`src/tor_pkg.sv`:
```
`default_nettype none
package tor_pkg;

	// ==========================================================
	// geometry
	localparam int AXES = 2;

	// ==========================================================
	// register map (byte addresses)
	localparam logic [7:0] ADDR_CTRL   = 8'h00;
	localparam logic [7:0] ADDR_MODE   = 8'h04;
	localparam logic [7:0] ADDR_STATUS = 8'h08;
	localparam logic [7:0] ADDR_IRQ_ST = 8'h0C;
	localparam logic [7:0] ADDR_IRQ_MK = 8'h10;
	localparam logic [7:0] ADDR_MAP    = 8'h14;

	// ==========================================================
	// field positions
	localparam int CTRL_BUS_ACT  = 0;
	localparam int CTRL_BUS_ACK  = 2;
	localparam int CTRL_ENABLE   = 4;
	localparam int CTRL_REPORT   = 6;
	localparam int MODE_MANUAL   = 0;
	localparam int MODE_DUAL     = 2;
	localparam int ST_ACTIVE     = 0;
	localparam int ST_REQ        = 2;
	localparam int ST_IOFAIL     = 4;
	localparam int ST_WARN       = 6;
	localparam int ST_FAULT      = 8;
	localparam int IRQ_ON        = 0;
	localparam int IRQ_OFF       = 2;
	localparam int IRQ_IOFAIL    = 4;
	localparam int IRQ_BITS      = 6;

	// ==========================================================
	// reset values
	localparam logic [31:0] CTRL_RESET = 32'h0000_0000;
	localparam logic [31:0] MODE_RESET = 32'h0000_0000;
	localparam logic [31:0] MAP_RESET  = 32'h0000_0000;
	localparam logic [3:0]  SIN_RESET  = 4'hF;
	localparam logic [1:0]  ACT_RESET  = 2'h3;

	// ==========================================================
	// timing
	localparam int  CLK_MHZ          = 250;
	localparam int  DISAGREE_MS      = 100;
	localparam longint DISAGREE_CYC  = longint'(DISAGREE_MS) * 1000 * CLK_MHZ;
	localparam int  TMR_W            = 25;

	// ==========================================================
	// types
	typedef enum logic [1:0] {
		TOR_RUN,
		TOR_OFF,
		TOR_WAIT_ACK,
		TOR_WAIT_EN
	} tor_st_t;

	typedef struct packed {
		logic [1:0] bus_act;
		logic [1:0] stop_act;
		logic [1:0] fault_act;
		logic [3:0] sin;
	} tor_req_t;

	typedef struct packed {
		logic [1:0] stage_en;
		logic [1:0] active;
		logic [1:0] restart_req;
		logic [1:0] iofail;
		logic [1:0] stop_trig;
		logic [3:0] sout;
	} tor_out_t;

endpackage
`default_nettype wire

```
`src/tor_ctrl.sv`:
```
// Function
// - active torque-off disables power stage immediately
// - any activation source turns torque-off on
// - acknowledge only from bus or mapped input
// - per-axis active status output
// - restart request in status and outputs
// - both axes handled independently in one instance
// - per-axis automatic or manual restart mode
// - manual: request, wait ack and enable
// - automatic: restart when released and enabled
// - disagreement over 100 ms raises I/O failure
// - I/O failure warning when disabled, fault when enabled and report bit set
`timescale 1ns/1ps
`default_nettype none
module tor_ctrl #(
	parameter longint DISAGREE_LIMIT = tor_pkg::DISAGREE_CYC
) (
	// clock and reset
	input  wire logic              hclk,
	input  wire logic              hresetn,
	// ahb-lite slave
	input  wire logic              hsel,
	input  wire logic [7:0]        haddr,
	input  wire logic [1:0]        htrans,
	input  wire logic              hwrite,
	input  wire logic [2:0]        hsize,
	input  wire logic [31:0]       hwdata,
	input  wire logic              hready,
	output logic [31:0]            hrdata,
	output logic                   hreadyout,
	output logic                   hresp,
	// activation sources
	input  wire tor_pkg::tor_req_t req,
	// safety outputs
	output tor_pkg::tor_out_t      out,
	output logic                   irq
);
	import tor_pkg::*;

	// ==========================================================
	// state
	typedef struct packed {
		logic [3:0]        sin_s1;
		logic [3:0]        sin_s2;
		logic [1:0]        bus_ack_q;
		logic [1:0]        ack_q;
		tor_st_t [1:0]     st;
		logic [1:0][TMR_W-1:0] tmr;
		logic [1:0]        iofail;
		logic [31:0]       ctrl;
		logic [31:0]       mode;
		logic [31:0]       map;
		logic [IRQ_BITS-1:0] irq_st;
		logic [IRQ_BITS-1:0] irq_mk;
		logic              dp_act;
		logic              dp_wr;
		logic [7:0]        dp_addr;
		logic [31:0]       hrdata;
		tor_out_t          out;
		logic              irq;
	} tor_state_t;

	tor_state_t r;
	tor_state_t next_r;

	function automatic logic ahb_sel(input logic [7:0] a, input logic [7:0] o);
		return a == o;
	endfunction

	// ==========================================================
	// next state
	always_comb begin
		logic [31:0] rd;
		logic [1:0]  act;
		logic [1:0]  sin_act;
		logic [1:0]  ack_lvl;
		logic [1:0]  ack_rise;
		logic [1:0]  en;
		logic [1:0]  disagree;
		logic [IRQ_BITS-1:0] ev;
		logic [IRQ_BITS-1:0] clr;
		rd       = 32'h0000_0000;
		act      = 2'h0;
		sin_act  = 2'h0;
		ack_lvl  = 2'h0;
		ack_rise = 2'h0;
		en       = 2'h0;
		disagree = 2'h0;
		ev       = '0;
		clr      = '0;
		next_r   = r;

		// two-flop sync of safe inputs
		next_r.sin_s1 = req.sin;
		next_r.sin_s2 = r.sin_s1;

		for (int a = 0; a < AXES; a++) begin
			logic p0;
			logic p1;
			p0 = r.sin_s2[2*a];
			p1 = r.sin_s2[2*a+1];
			en[a] = r.ctrl[CTRL_ENABLE+a];
			// input low means activation (de-energised = safe)
			if (r.mode[MODE_DUAL+a])
				sin_act[a] = ~p0 | ~p1;
			else
				sin_act[a] = ~p0;
			disagree[a] = r.mode[MODE_DUAL+a] & (p0 ^ p1);
			// disagreement timer
			if (!disagree[a])
				next_r.tmr[a] = '0;
			else if (longint'(r.tmr[a]) < DISAGREE_LIMIT)
				next_r.tmr[a] = r.tmr[a] + TMR_W'(1);
			if (disagree[a] && longint'(r.tmr[a]) >= DISAGREE_LIMIT
			    && !r.iofail[a]) begin
				next_r.iofail[a] = 1'b1;
				ev[IRQ_IOFAIL+a] = 1'b1;
			end
			// activation from any source, I/O failure via safe stop
			act[a] = r.ctrl[CTRL_BUS_ACT+a] | req.stop_act[a]
			       | req.fault_act[a] | req.bus_act[a]
			       | (r.map[a] & sin_act[a]) | r.iofail[a];
			// acknowledge only from bus bit or mapped safe input
			ack_lvl[a] = r.ctrl[CTRL_BUS_ACK+a]
			           | (r.map[2+a] & r.sin_s2[2*a]);
			ack_rise[a] = ack_lvl[a] & ~r.ack_q[a];
			next_r.ack_q[a] = ack_lvl[a];

			// per-axis restart sequence
			case (r.st[a])
				TOR_RUN: begin
					if (act[a])
						next_r.st[a] = TOR_OFF;
				end
				TOR_OFF: begin
					if (!act[a]) begin
						if (r.mode[MODE_MANUAL+a])
							next_r.st[a] = TOR_WAIT_ACK;
						else if (en[a])
							next_r.st[a] = TOR_RUN;
						else
							next_r.st[a] = TOR_WAIT_EN;
					end
				end
				TOR_WAIT_ACK: begin
					if (act[a])
						next_r.st[a] = TOR_OFF;
					else if (ack_rise[a])
						next_r.st[a] = en[a] ? TOR_RUN : TOR_WAIT_EN;
				end
				TOR_WAIT_EN: begin
					if (act[a])
						next_r.st[a] = TOR_OFF;
					else if (en[a])
						next_r.st[a] = TOR_RUN;
				end
				default: next_r.st[a] = TOR_OFF;
			endcase
			if (next_r.st[a] != TOR_RUN && r.st[a] == TOR_RUN)
				ev[IRQ_ON+a] = 1'b1;
			if (next_r.st[a] == TOR_RUN && r.st[a] != TOR_RUN)
				ev[IRQ_OFF+a] = 1'b1;

			// outputs follow next state so stage drops same edge
			next_r.out.active[a]      = next_r.st[a] != TOR_RUN;
			next_r.out.stage_en[a]    = next_r.st[a] == TOR_RUN
			                          & ~act[a];
			next_r.out.restart_req[a] = next_r.st[a] == TOR_WAIT_ACK;
			next_r.out.iofail[a]      = next_r.iofail[a];
			next_r.out.stop_trig[a]   = next_r.iofail[a];
			// safe outputs: status on even, restart request on odd
			next_r.out.sout[2*a]      = next_r.st[a] != TOR_RUN;
			next_r.out.sout[2*a+1]    = next_r.st[a] == TOR_WAIT_ACK;
		end

		// ======================================================
		// ahb-lite data phase
		if (r.dp_act) begin
			if (r.dp_wr) begin
				if (ahb_sel(r.dp_addr, ADDR_CTRL))
					next_r.ctrl = hwdata;
				if (ahb_sel(r.dp_addr, ADDR_MODE))
					next_r.mode = hwdata;
				if (ahb_sel(r.dp_addr, ADDR_MAP))
					next_r.map = hwdata;
				if (ahb_sel(r.dp_addr, ADDR_IRQ_MK))
					next_r.irq_mk = hwdata[IRQ_BITS-1:0];
				if (ahb_sel(r.dp_addr, ADDR_IRQ_ST))
					clr = hwdata[IRQ_BITS-1:0];
				if (ahb_sel(r.dp_addr, ADDR_STATUS)) begin
					// write one clears a latched I/O failure unless the inputs still disagree
					for (int a = 0; a < AXES; a++)
						if (hwdata[ST_IOFAIL+a] && !disagree[a])
							next_r.iofail[a] = 1'b0;
				end
			end
		end
		// set wins over clear
		next_r.irq_st = (r.irq_st & ~clr) | ev;
		next_r.irq    = |(next_r.irq_st & next_r.irq_mk);

		// address phase
		next_r.dp_act  = hsel & hready & htrans[1];
		next_r.dp_wr   = hwrite;
		next_r.dp_addr = haddr;
		if (hsel & hready & htrans[1] & !hwrite) begin
			for (int a = 0; a < AXES; a++) begin
				rd[ST_ACTIVE+a] = r.out.active[a];
				rd[ST_REQ+a]    = r.out.restart_req[a];
				rd[ST_IOFAIL+a] = r.iofail[a];
				rd[ST_WARN+a]   = r.iofail[a] & ~r.ctrl[CTRL_ENABLE+a];
				rd[ST_FAULT+a]  = r.iofail[a] & r.ctrl[CTRL_ENABLE+a]
				                & r.ctrl[CTRL_REPORT+a];
			end
			case (haddr)
				ADDR_CTRL:   next_r.hrdata = r.ctrl;
				ADDR_MODE:   next_r.hrdata = r.mode;
				ADDR_STATUS: next_r.hrdata = rd;
				ADDR_IRQ_ST: next_r.hrdata = {26'h0, r.irq_st};
				ADDR_IRQ_MK: next_r.hrdata = {26'h0, r.irq_mk};
				ADDR_MAP:    next_r.hrdata = r.map;
				default:     next_r.hrdata = 32'h0000_0000;
			endcase
		end
	end

	// ==========================================================
	// registers
	always_ff @(posedge hclk or negedge hresetn) begin
		if (!hresetn) begin
			r <= '0;
			// idle-high inputs: no false ack edge after reset
			r.sin_s1 <= SIN_RESET;
			r.sin_s2 <= SIN_RESET;
			r.st[0]  <= TOR_OFF;
			r.st[1]  <= TOR_OFF;
			r.ctrl   <= CTRL_RESET;
			r.mode   <= MODE_RESET;
			r.map    <= MAP_RESET;
			r.out.active <= ACT_RESET;
		end else begin
			r <= next_r;
		end
	end

	assign hrdata    = r.hrdata;
	assign hreadyout = 1'b1;
	assign hresp     = 1'b0;
	assign out       = r.out;
	assign irq       = r.irq;

	// ==========================================================
	// checks
	property p_stage_off;
		@(posedge hclk) disable iff (!hresetn)
		(req.stop_act[0] | req.fault_act[0]) |=> !out.stage_en[0];
	endproperty
	a_stage_off: assert property (p_stage_off) else $error("stage on");

	property p_act_on;
		@(posedge hclk) disable iff (!hresetn)
		(req.bus_act[0] | req.fault_act[0]) |=> out.active[0];
	endproperty
	a_act_on: assert property (p_act_on) else $error("not active");

	property p_stage_vs_active;
		@(posedge hclk) disable iff (!hresetn)
		out.stage_en[0] |-> !out.active[0];
	endproperty
	a_stage_vs_active: assert property (p_stage_vs_active)
		else $error("stage with active");

	property p_req_sout;
		@(posedge hclk) disable iff (!hresetn)
		(out.restart_req[0] == out.sout[1])
		&& (out.restart_req[0] == (r.st[0] == TOR_WAIT_ACK));
	endproperty
	a_req_sout: assert property (p_req_sout) else $error("req mismatch");

	// fresh acknowledge edge on axis 0
	logic ack_edge0;
	assign ack_edge0 = (r.ctrl[CTRL_BUS_ACK] | (r.map[2] & r.sin_s2[0]))
	                 & ~r.ack_q[0];
	property p_manual_hold;
		@(posedge hclk) disable iff (!hresetn)
		(r.st[0] == TOR_WAIT_ACK && !ack_edge0) |=> out.active[0];
	endproperty
	a_manual_hold: assert property (p_manual_hold)
		else $error("left wait");

	property p_auto_run;
		@(posedge hclk) disable iff (!hresetn)
		(r.st[0] == TOR_OFF && !r.mode[MODE_MANUAL]) |=> !out.restart_req[0];
	endproperty
	a_auto_run: assert property (p_auto_run) else $error("auto req");

	property p_iofail_stop;
		@(posedge hclk) disable iff (!hresetn)
		$rose(r.iofail[0]) |-> ##1 (out.stop_trig[0] && out.active[0]);
	endproperty
	a_iofail_stop: assert property (p_iofail_stop) else $error("no stop");

	property p_warn;
		@(posedge hclk) disable iff (!hresetn)
		(hsel && hready && htrans[1] && !hwrite && haddr == ADDR_STATUS
		 && r.iofail[0] && !r.ctrl[CTRL_ENABLE])
		|=> (hrdata[ST_WARN] && !hrdata[ST_FAULT]);
	endproperty
	a_warn: assert property (p_warn) else $error("no warning");

	c_off: cover property (@(posedge hclk) $rose(out.active[0]));
	c_req: cover property (@(posedge hclk) $rose(out.restart_req[0]));
	c_fail: cover property (@(posedge hclk) $rose(out.iofail[0]));
endmodule
`default_nettype wire

```
`config.mk`:
```
export PLATFORM = sky130hd
export DESIGN_NAME = tor_ctrl
export DESIGN_NICKNAME = d
export VERILOG_FILES = /design/src/tor_pkg.sv /design/src/tor_ctrl.sv
export SDC_FILE = /design/constraint.sdc
export NUM_CORES = 1
export LEC_CHECK = 0
export ABC_AREA = 1
export BUFFER_PORTS_ARGS = -buffer_cell sky130_fd_sc_hd__buf_4
export CAP_MARGIN = 15
export CORE_MARGIN = 2
export CORE_UTILIZATION = 35
export DETAILED_ROUTE_END_ITERATION = 12
export GPL_TIMING_DRIVEN = 0
export PLACE_DENSITY = 0.55
export SLEW_MARGIN = 30
export SYNTH_ARGS = -nofsm -noshare
export SYNTH_HDL_FRONTEND = slang
export SYNTH_SLANG_ARGS = --single-unit
```
`constraint.sdc`:
```
create_clock -name hclk -period 3.2 [get_ports hclk]
set_input_delay 0.48 -clock hclk [delete_from_list [all_inputs] [get_ports hclk]]
set_output_delay 0.48 -clock hclk [all_outputs]
set_load 0.05 [all_outputs]
```
==> results.json, run 1 <==
{
  "ios": 109,
  "ys_seq_area_share_pct": 51.2,
  "setup_tns_ns": 0,
  "drv_slew": 0,
  "drcViolationCount": 0,
  "post-route-util_pct": 42.3,
  "holdCritPathClass": "input port to flop",
  "met1_usage_pct": 26.8,
  "antenna_found_initial": 1,
  "status": "finished, final reports clean",
  "n_antenna_cell": 0,
  "skew_ns": 0.0219,
  "synth_mux_area_share_pct": 0,
  "nets": 1563,
  "worstPathRequired_ns": 3.65,
  "start_kind": "flop",
  "die_area_mm2": 0.0332,
  "max_stage_delay_ns": 0.56,
  "first_iter_violations": 702,
  "crit_type": "flop to flop",
  "netlist_area_mm2": 0.0111,
  "grt_max_degree": 78,
  "ys_ff_latch": 227,
  "synth.distinct_cells": 44,
  "setup_viol": 0,
  "ir_worst_vdd_v": 0.000481,
  "leakagePower_nw": 6.66,
  "via_count": 9312,
  "tightest_slew_ns": 0.659,
  "grt_util_met3_pct": 2.95,
  "critPathBufInv": 3,
  "endpoint_kind": "flop",
  "dp_hpwl_mm": 21.6,
  "final_cell_mix": "nand2_1 (450), dfrtp_1 (215), buf_4 (154)",
  "critPathMaxFanout": 10,
  "power_w": 0.00615,
  "period_share_pct": 65.4,
  "syn_nets": 1429,
  "syn_to_final_growth_pct": 19.6,
  "syn_avg_cell_area_um2": 8.17,
  "core_region_area_mm2": 0.0315,
  "synth-simple-area-share_pct": 27.2,
  "grt_use_met2_pct": 28.6,
  "mostFrequentLayoutCell": "nand2_1",
  "path_common_cell": "buf_2",
  "wl_per_cell_um": 15.7,
  "relSlewSlack_pct": 55.9,
  "viasPerCell": 4.85,
  "cts_buffers": 26,
  "pwr_density_cell_mw_per_mm2": 462,
  "clockRootBuffer": "clkbuf_16",
  "htree_levels": 1,
  "die_x_um": 182,
  "grt_use_total_pct": 18.4,
  "path_cells": "ha_1 > nand2_1 > inv_1 > buf_2 > buf_2 > o21ai_0 > a21oi_1",
  "cts_tree": "built",
  "num_rows": 65,
  "dr.pass1.iters": 5,
  "clock_path_buffers": 3,
  "gp_congestion": 0.936,
  "fmax_mhz": 478,
  "synth-xor-area-share_pct": 1.34,
  "initial_core_util_pct": 35.4,
  "die_h_um": 182,
  "insertion_delay_ns": 0.54,
  "clkSinkCount": 227,
  "rsz0062_at_grt": "no",
  "arrival_ns": 2.55,
  "cp_top_family": "buffers and inverters",
  "syn-instance-count": 1363,
  "synth-compound-area-share_pct": 9.77,
  "path_clk_slew_ns": 0.06,
  "synthAdderAreaFrac_pct": 0.674,
  "ys_warn_count": 0,
  "drive_above_1_share_pct": 17.2,
  "hold_viol": 0,
  "grt_pass1_wl_mm": 49.0,
  "period_needed_ns": 2.09,
  "grt.busiest_layer": "met2",
  "cp_slowest_cell": "dfstp_2",
  "drt-total-wl_mm": 30.1,
  "portBuffers": 102,
  "synth_top_family_by_area": "simple AND/OR/NAND/NOR gates",
  "ant_nets": 0,
  "grt_pass1_vias": 9105,
  "cap_viol_max_count": 0,
  "overflow": 0
}
[per-layer routing]
metal	wire length, um	part of all wire, %	vias to the layer above
met1	14600	49	4426
met2	13300	44	213
li1	-	-	4628
met3	1570	5.2	43
met5	11	0.037	-
met4	553	1.8	2
[per-stage QoR]
step / hold slack, ns / area, um^2 / worst slack (ns) / cells
after floorplan: 0.184 / 11100 / 1.61 / 1363
after global placement: 0.346 / 12400 / -0.243 / 1867
after global routing: 0.0293 / 13300 / 0.947 / 1919
after CTS: 0.0261 / 13300 / 1.12 / 1919
final: 0.0494 / 13300 / 1.11 / 1919
after detailed placement: 0.331 / 12500 / 0.628 / 1870
[power breakdown]
part | leakage [nW] | internal [W] | total [W] | switching, W
Sequential | 2.53 | 0.00293 | 0.00296 | 0.0000355
Clock | 0.389 | 0.00166 | 0.00281 | 0.00115
Combinational | 3.75 | 0.000123 | 0.000370 | 0.000247
Total | 6.66 | 0.00471 | 0.00615 | 0.00143
[path summary, 6_finish.rpt]
kind                             start          end  slack [ns]  cells after the start
setup / recovery                r[227]       r[207]        1.11                      7
hold / removal                  req[3]  next_r[228]        0.05                      1
setup reg to reg                r[227]       r[207]        1.11                      7
hold reg to reg            next_r[225]       r[225]        0.35                      0
max in group asynchronous      hresetn       r[227]        1.50                      5
min in group asynchronous      hresetn       r[176]        0.38                      2
[worst register-to-register path: cells and delay by family, from the launching register on]
family / cells / cell delay, ns
and+or+nand+nor: 1 / 0.25
AOI/OAI and AO/OA: 2 / 0.26
adders and majority gates: 1 / 0.13
DFF: 1 / 0.56
buffers and inverters: 3 / 0.80
[registers in the layout, indices dropped and copies added, names as in the netlist]
name and count:
hrdata 32, irq 1, next_r 4, out 10, r 180
[synthesized netlist by cell type, drive strengths merged]
library cell,number,area share (%)
and2,1,0.056
nand3b,2,0.13
xnor2,4,0.31
nand3,65,3.1
a31oi,1,0.056
nor4,5,0.47
xor2,13,1.0
nor3,39,2.6
clkbuf,22,0.74
nand2,462,16
nand4,31,1.7
dfstp,12,2.8
nor2,78,2.8
o31ai,15,1.0
o2111ai,4,0.31
a22oi,18,1.2
a21oi,13,0.58
ha,6,0.67
buf,68,4.4
o211ai,1,0.067
inv,137,4.6
o21ai,142,6.4
conb,2,0.067
or2,2,0.13
nor3b,2,0.18
clkinv,1,0.034
dfrtp,215,48
a211oi,2,0.13
[repair_timing]
action | 4_1_cts | 5_1_grt
hold buffers | 1 | 0
resized for setup | 0 | 0
endpoints found under the hold margin | 16 | 0
setup buffers | 0 | 0
[layout make-up]
type                    instances  area, um^2
well taps                     402         503
fillers                      3167       18200
repair buffers                106         866
clock inverters                 4        56.3
multi-input cells             908        4350
plain buffers                  90         574
clock buffers                  44         748
inverters                     138         518
flip-flops and latches        227        5700
[cells by family after synthesis]
family,count (synthesis)
buf+inv,228
flops,227
fa+ha+maj,6
compound gates,196
other cells,2
simple gates,687
xor+xnor,17
(Power assumes the default switching activity.)
==> run 2, diff against run 1 <==
==> constraint.sdc (replaced) <==
create_clock -name hclk -period 2.2 [get_ports hclk]
set_input_delay 0.33 -clock hclk [delete_from_list [all_inputs] [get_ports hclk]]
set_output_delay 0.33 -clock hclk [all_outputs]
set_load 0.05 [all_outputs]
==> run 2 against run 1 <==
Against the previous run: worst setup slack lost 0.95 ns; global-route usage is essentially flat; cell count grew 0.78%; non-clock buffer count grew 15; largest power group unchanged; core utilization grew 0.47 points; sequential cell count is the same; register-to-register slack lost 0.94 ns; critical path type is now input port to flop; via count grew 1.2%; critical path depth grew 5; wire length grew 0.23%; first-iteration DRC count grew 1.1%; hold slack gained 0.022 ns.
==> results.json, run 2 (synthesis gave the netlist of run 1 again) <==
{
  "grt_pass1_vias": 9141,
  "clockRootBuffer": "clkbuf_16",
  "nets": 1578,
  "drt-total-wl_mm": 30.2,
  "gp_congestion": 0.936,
  "crit_type": "input port to flop",
  "dr.pass1.iters": 5,
  "fmax_mhz": 489,
  "die_x_um": 182,
  "largest_register": "r",
  "skew_ns": 0.0236,
  "clkSinkCount": 227,
  "holdCritPathClass": "input port to flop",
  "dp_hpwl_mm": 21.6,
  "cts_tree": "built",
  "rsz0062_at_grt": "no",
  "period_share_pct": 93.0,
  "wl_per_cell_um": 15.6,
  "ios": 109,
  "worstPathRequired_ns": 2.66,
  "n_antenna_cell": 0,
  "grt_max_degree": 78,
  "mostFrequentLayoutCell": "nand2_1",
  "hold_slack_ns": 0.0718,
  "antenna_found_initial": 0,
  "pwr_density_cell_mw_per_mm2": 666,
  "htree_levels": 1,
  "die_area_mm2": 0.0332,
  "period_needed_ns": 2.05,
  "combPwrFrac_pct": 6.2,
  "largest_register_ffs": 180,
  "start_kind": "input port",
  "insertion_delay_ns": 0.54,
  "tightest_slew_ns": 0.660,
  "cts_buffers": 26,
  "power.net_switching_w": 0.00209,
  "setup_viol": 0,
  "portBuffers": 102,
  "die_h_um": 182,
  "setup_tns_ns": 0,
  "path_clk_slew_ns": 0.06,
  "power_w": 0.00896,
  "clock_path_buffers": 3,
  "ir_worst_vdd_v": 0.000706,
  "grt_pass1_wl_mm": 49.2,
  "syn_to_final_growth_pct": 20.9,
  "ant_nets": 0,
  "overflow": 0,
  "core_region_area_mm2": 0.0315,
  "cap_viol_max_count": 0,
  "pwr-share-clk_pct": 45.7,
  "critPathMaxFanout": 10,
  "sequentialPowerShare_pct": 48.1,
  "relSlewSlack_pct": 55.9,
  "grt_use_total_pct": 18.5,
  "leakagePower_nw": 6.73,
  "viasPerCell": 4.87,
  "via_count": 9427,
  "swShare_pct": 23.3,
  "drcViolationCount": 0,
  "first_iter_violations": 710,
  "post-route-util_pct": 42.8,
  "p_int_w": 0.00687,
  "drv_slew": 0,
  "final_cell_mix": "nand2_1 (450), dfrtp_1 (215), buf_4 (156)",
  "num_rows": 65,
  "initial_core_util_pct": 35.4,
  "hold_viol": 0,
  "drive_above_1_share_pct": 17.2,
  "status": "finished, final reports clean",
  "arrival_ns": 2.50,
  "endpoint_kind": "flop"
}
==> run 2: changes by cell type in the layout (fill, tap and decap cells not counted) <==
cell,before,now
dlygate4sd3_1,1,14
buf_4,154,156
buf_2,12,11
clkbuf_4,0,1
==> run 2: power by group through the flow <==
stage,clock network [W],registers (W),logic [W]
after floorplan,0,0.00437,0.000255
after global placement,0,0.00438,0.000520
after detailed placement,0,0.00438,0.000544
after CTS,0.00422,0.00431,0.000566
after global routing,0.00439,0.00431,0.000624
final,0.00410,0.00431,0.000558
==> run 2: critical path, cell delays in order <==
cell and delay (ns):
dlygate4sd3_1 0.53, buf_4 0.16, inv_1 0.08, nand2_1 0.15, nor3_4 0.47, nand2_2 0.09, inv_2 0.11, buf_4 0.22
nand2_1 0.08, nand4_1 0.09, o21ai_1 0.10, nand2_1 0.10
==> run 2: worst paths after layout <==
kind	depth (start not counted)	to	slack, ns	from
worst max-delay path	12	hrdata[0]	0.15	haddr[1]
worst min-delay path	3	r[162]	0.07	hwdata[29]
max in group asynchronous	5	r[145]	0.65	hresetn
min in group asynchronous	2	r[176]	0.23	hresetn
worst min register to register	0	r[225]	0.35	next_r[225]
worst max register to register	7	r[207]	0.17	r[227]
==> run 2: repair_timing <==
item                       CTS  global route
setup endpoints to repair    0             3
gates resized for setup      0             1
hold buffers                14             0
hold endpoints to repair    93             0
setup buffers                0             2
==> run 2: area by class of cell <==
| class | instances | area (um^2) |
|---|---|---|
| plain buffers | 90 | 577 |
| repair buffers | 121 | 1010 |
| clock inverters | 4 | 56.3 |
| fillers | 3164 | 18000 |
| well taps | 402 | 503 |
| inverters | 138 | 518 |
| multi-input cells | 908 | 4350 |
| clock buffers | 44 | 748 |
| flip-flops and latches | 227 | 5700 |
==> run 2: through the flow <==
stage / cells / instance area, um^2 / setup WS (ns)
3_3_place_gp: 1867 / 12400 / -1.09
6_report: 1934 / 13500 / 0.154
3_5_place_dp: 1870 / 12500 / -0.222
2_1_floorplan: 1363 / 11100 / 0.615
5_1_grt: 1934 / 13500 / 0.0121
4_1_cts: 1932 / 13400 / 0.115
==> run 2: metal layers <==
| layer | track usage [%] | routed length (um) |
|---|---|---|
| met5 | 0 | 0 |
| met4 | 4.84 | 595 |
| met3 | 2.79 | 1610 |
| met2 | 28.7 | 13300 |
| met1 | 26.9 | 14700 |
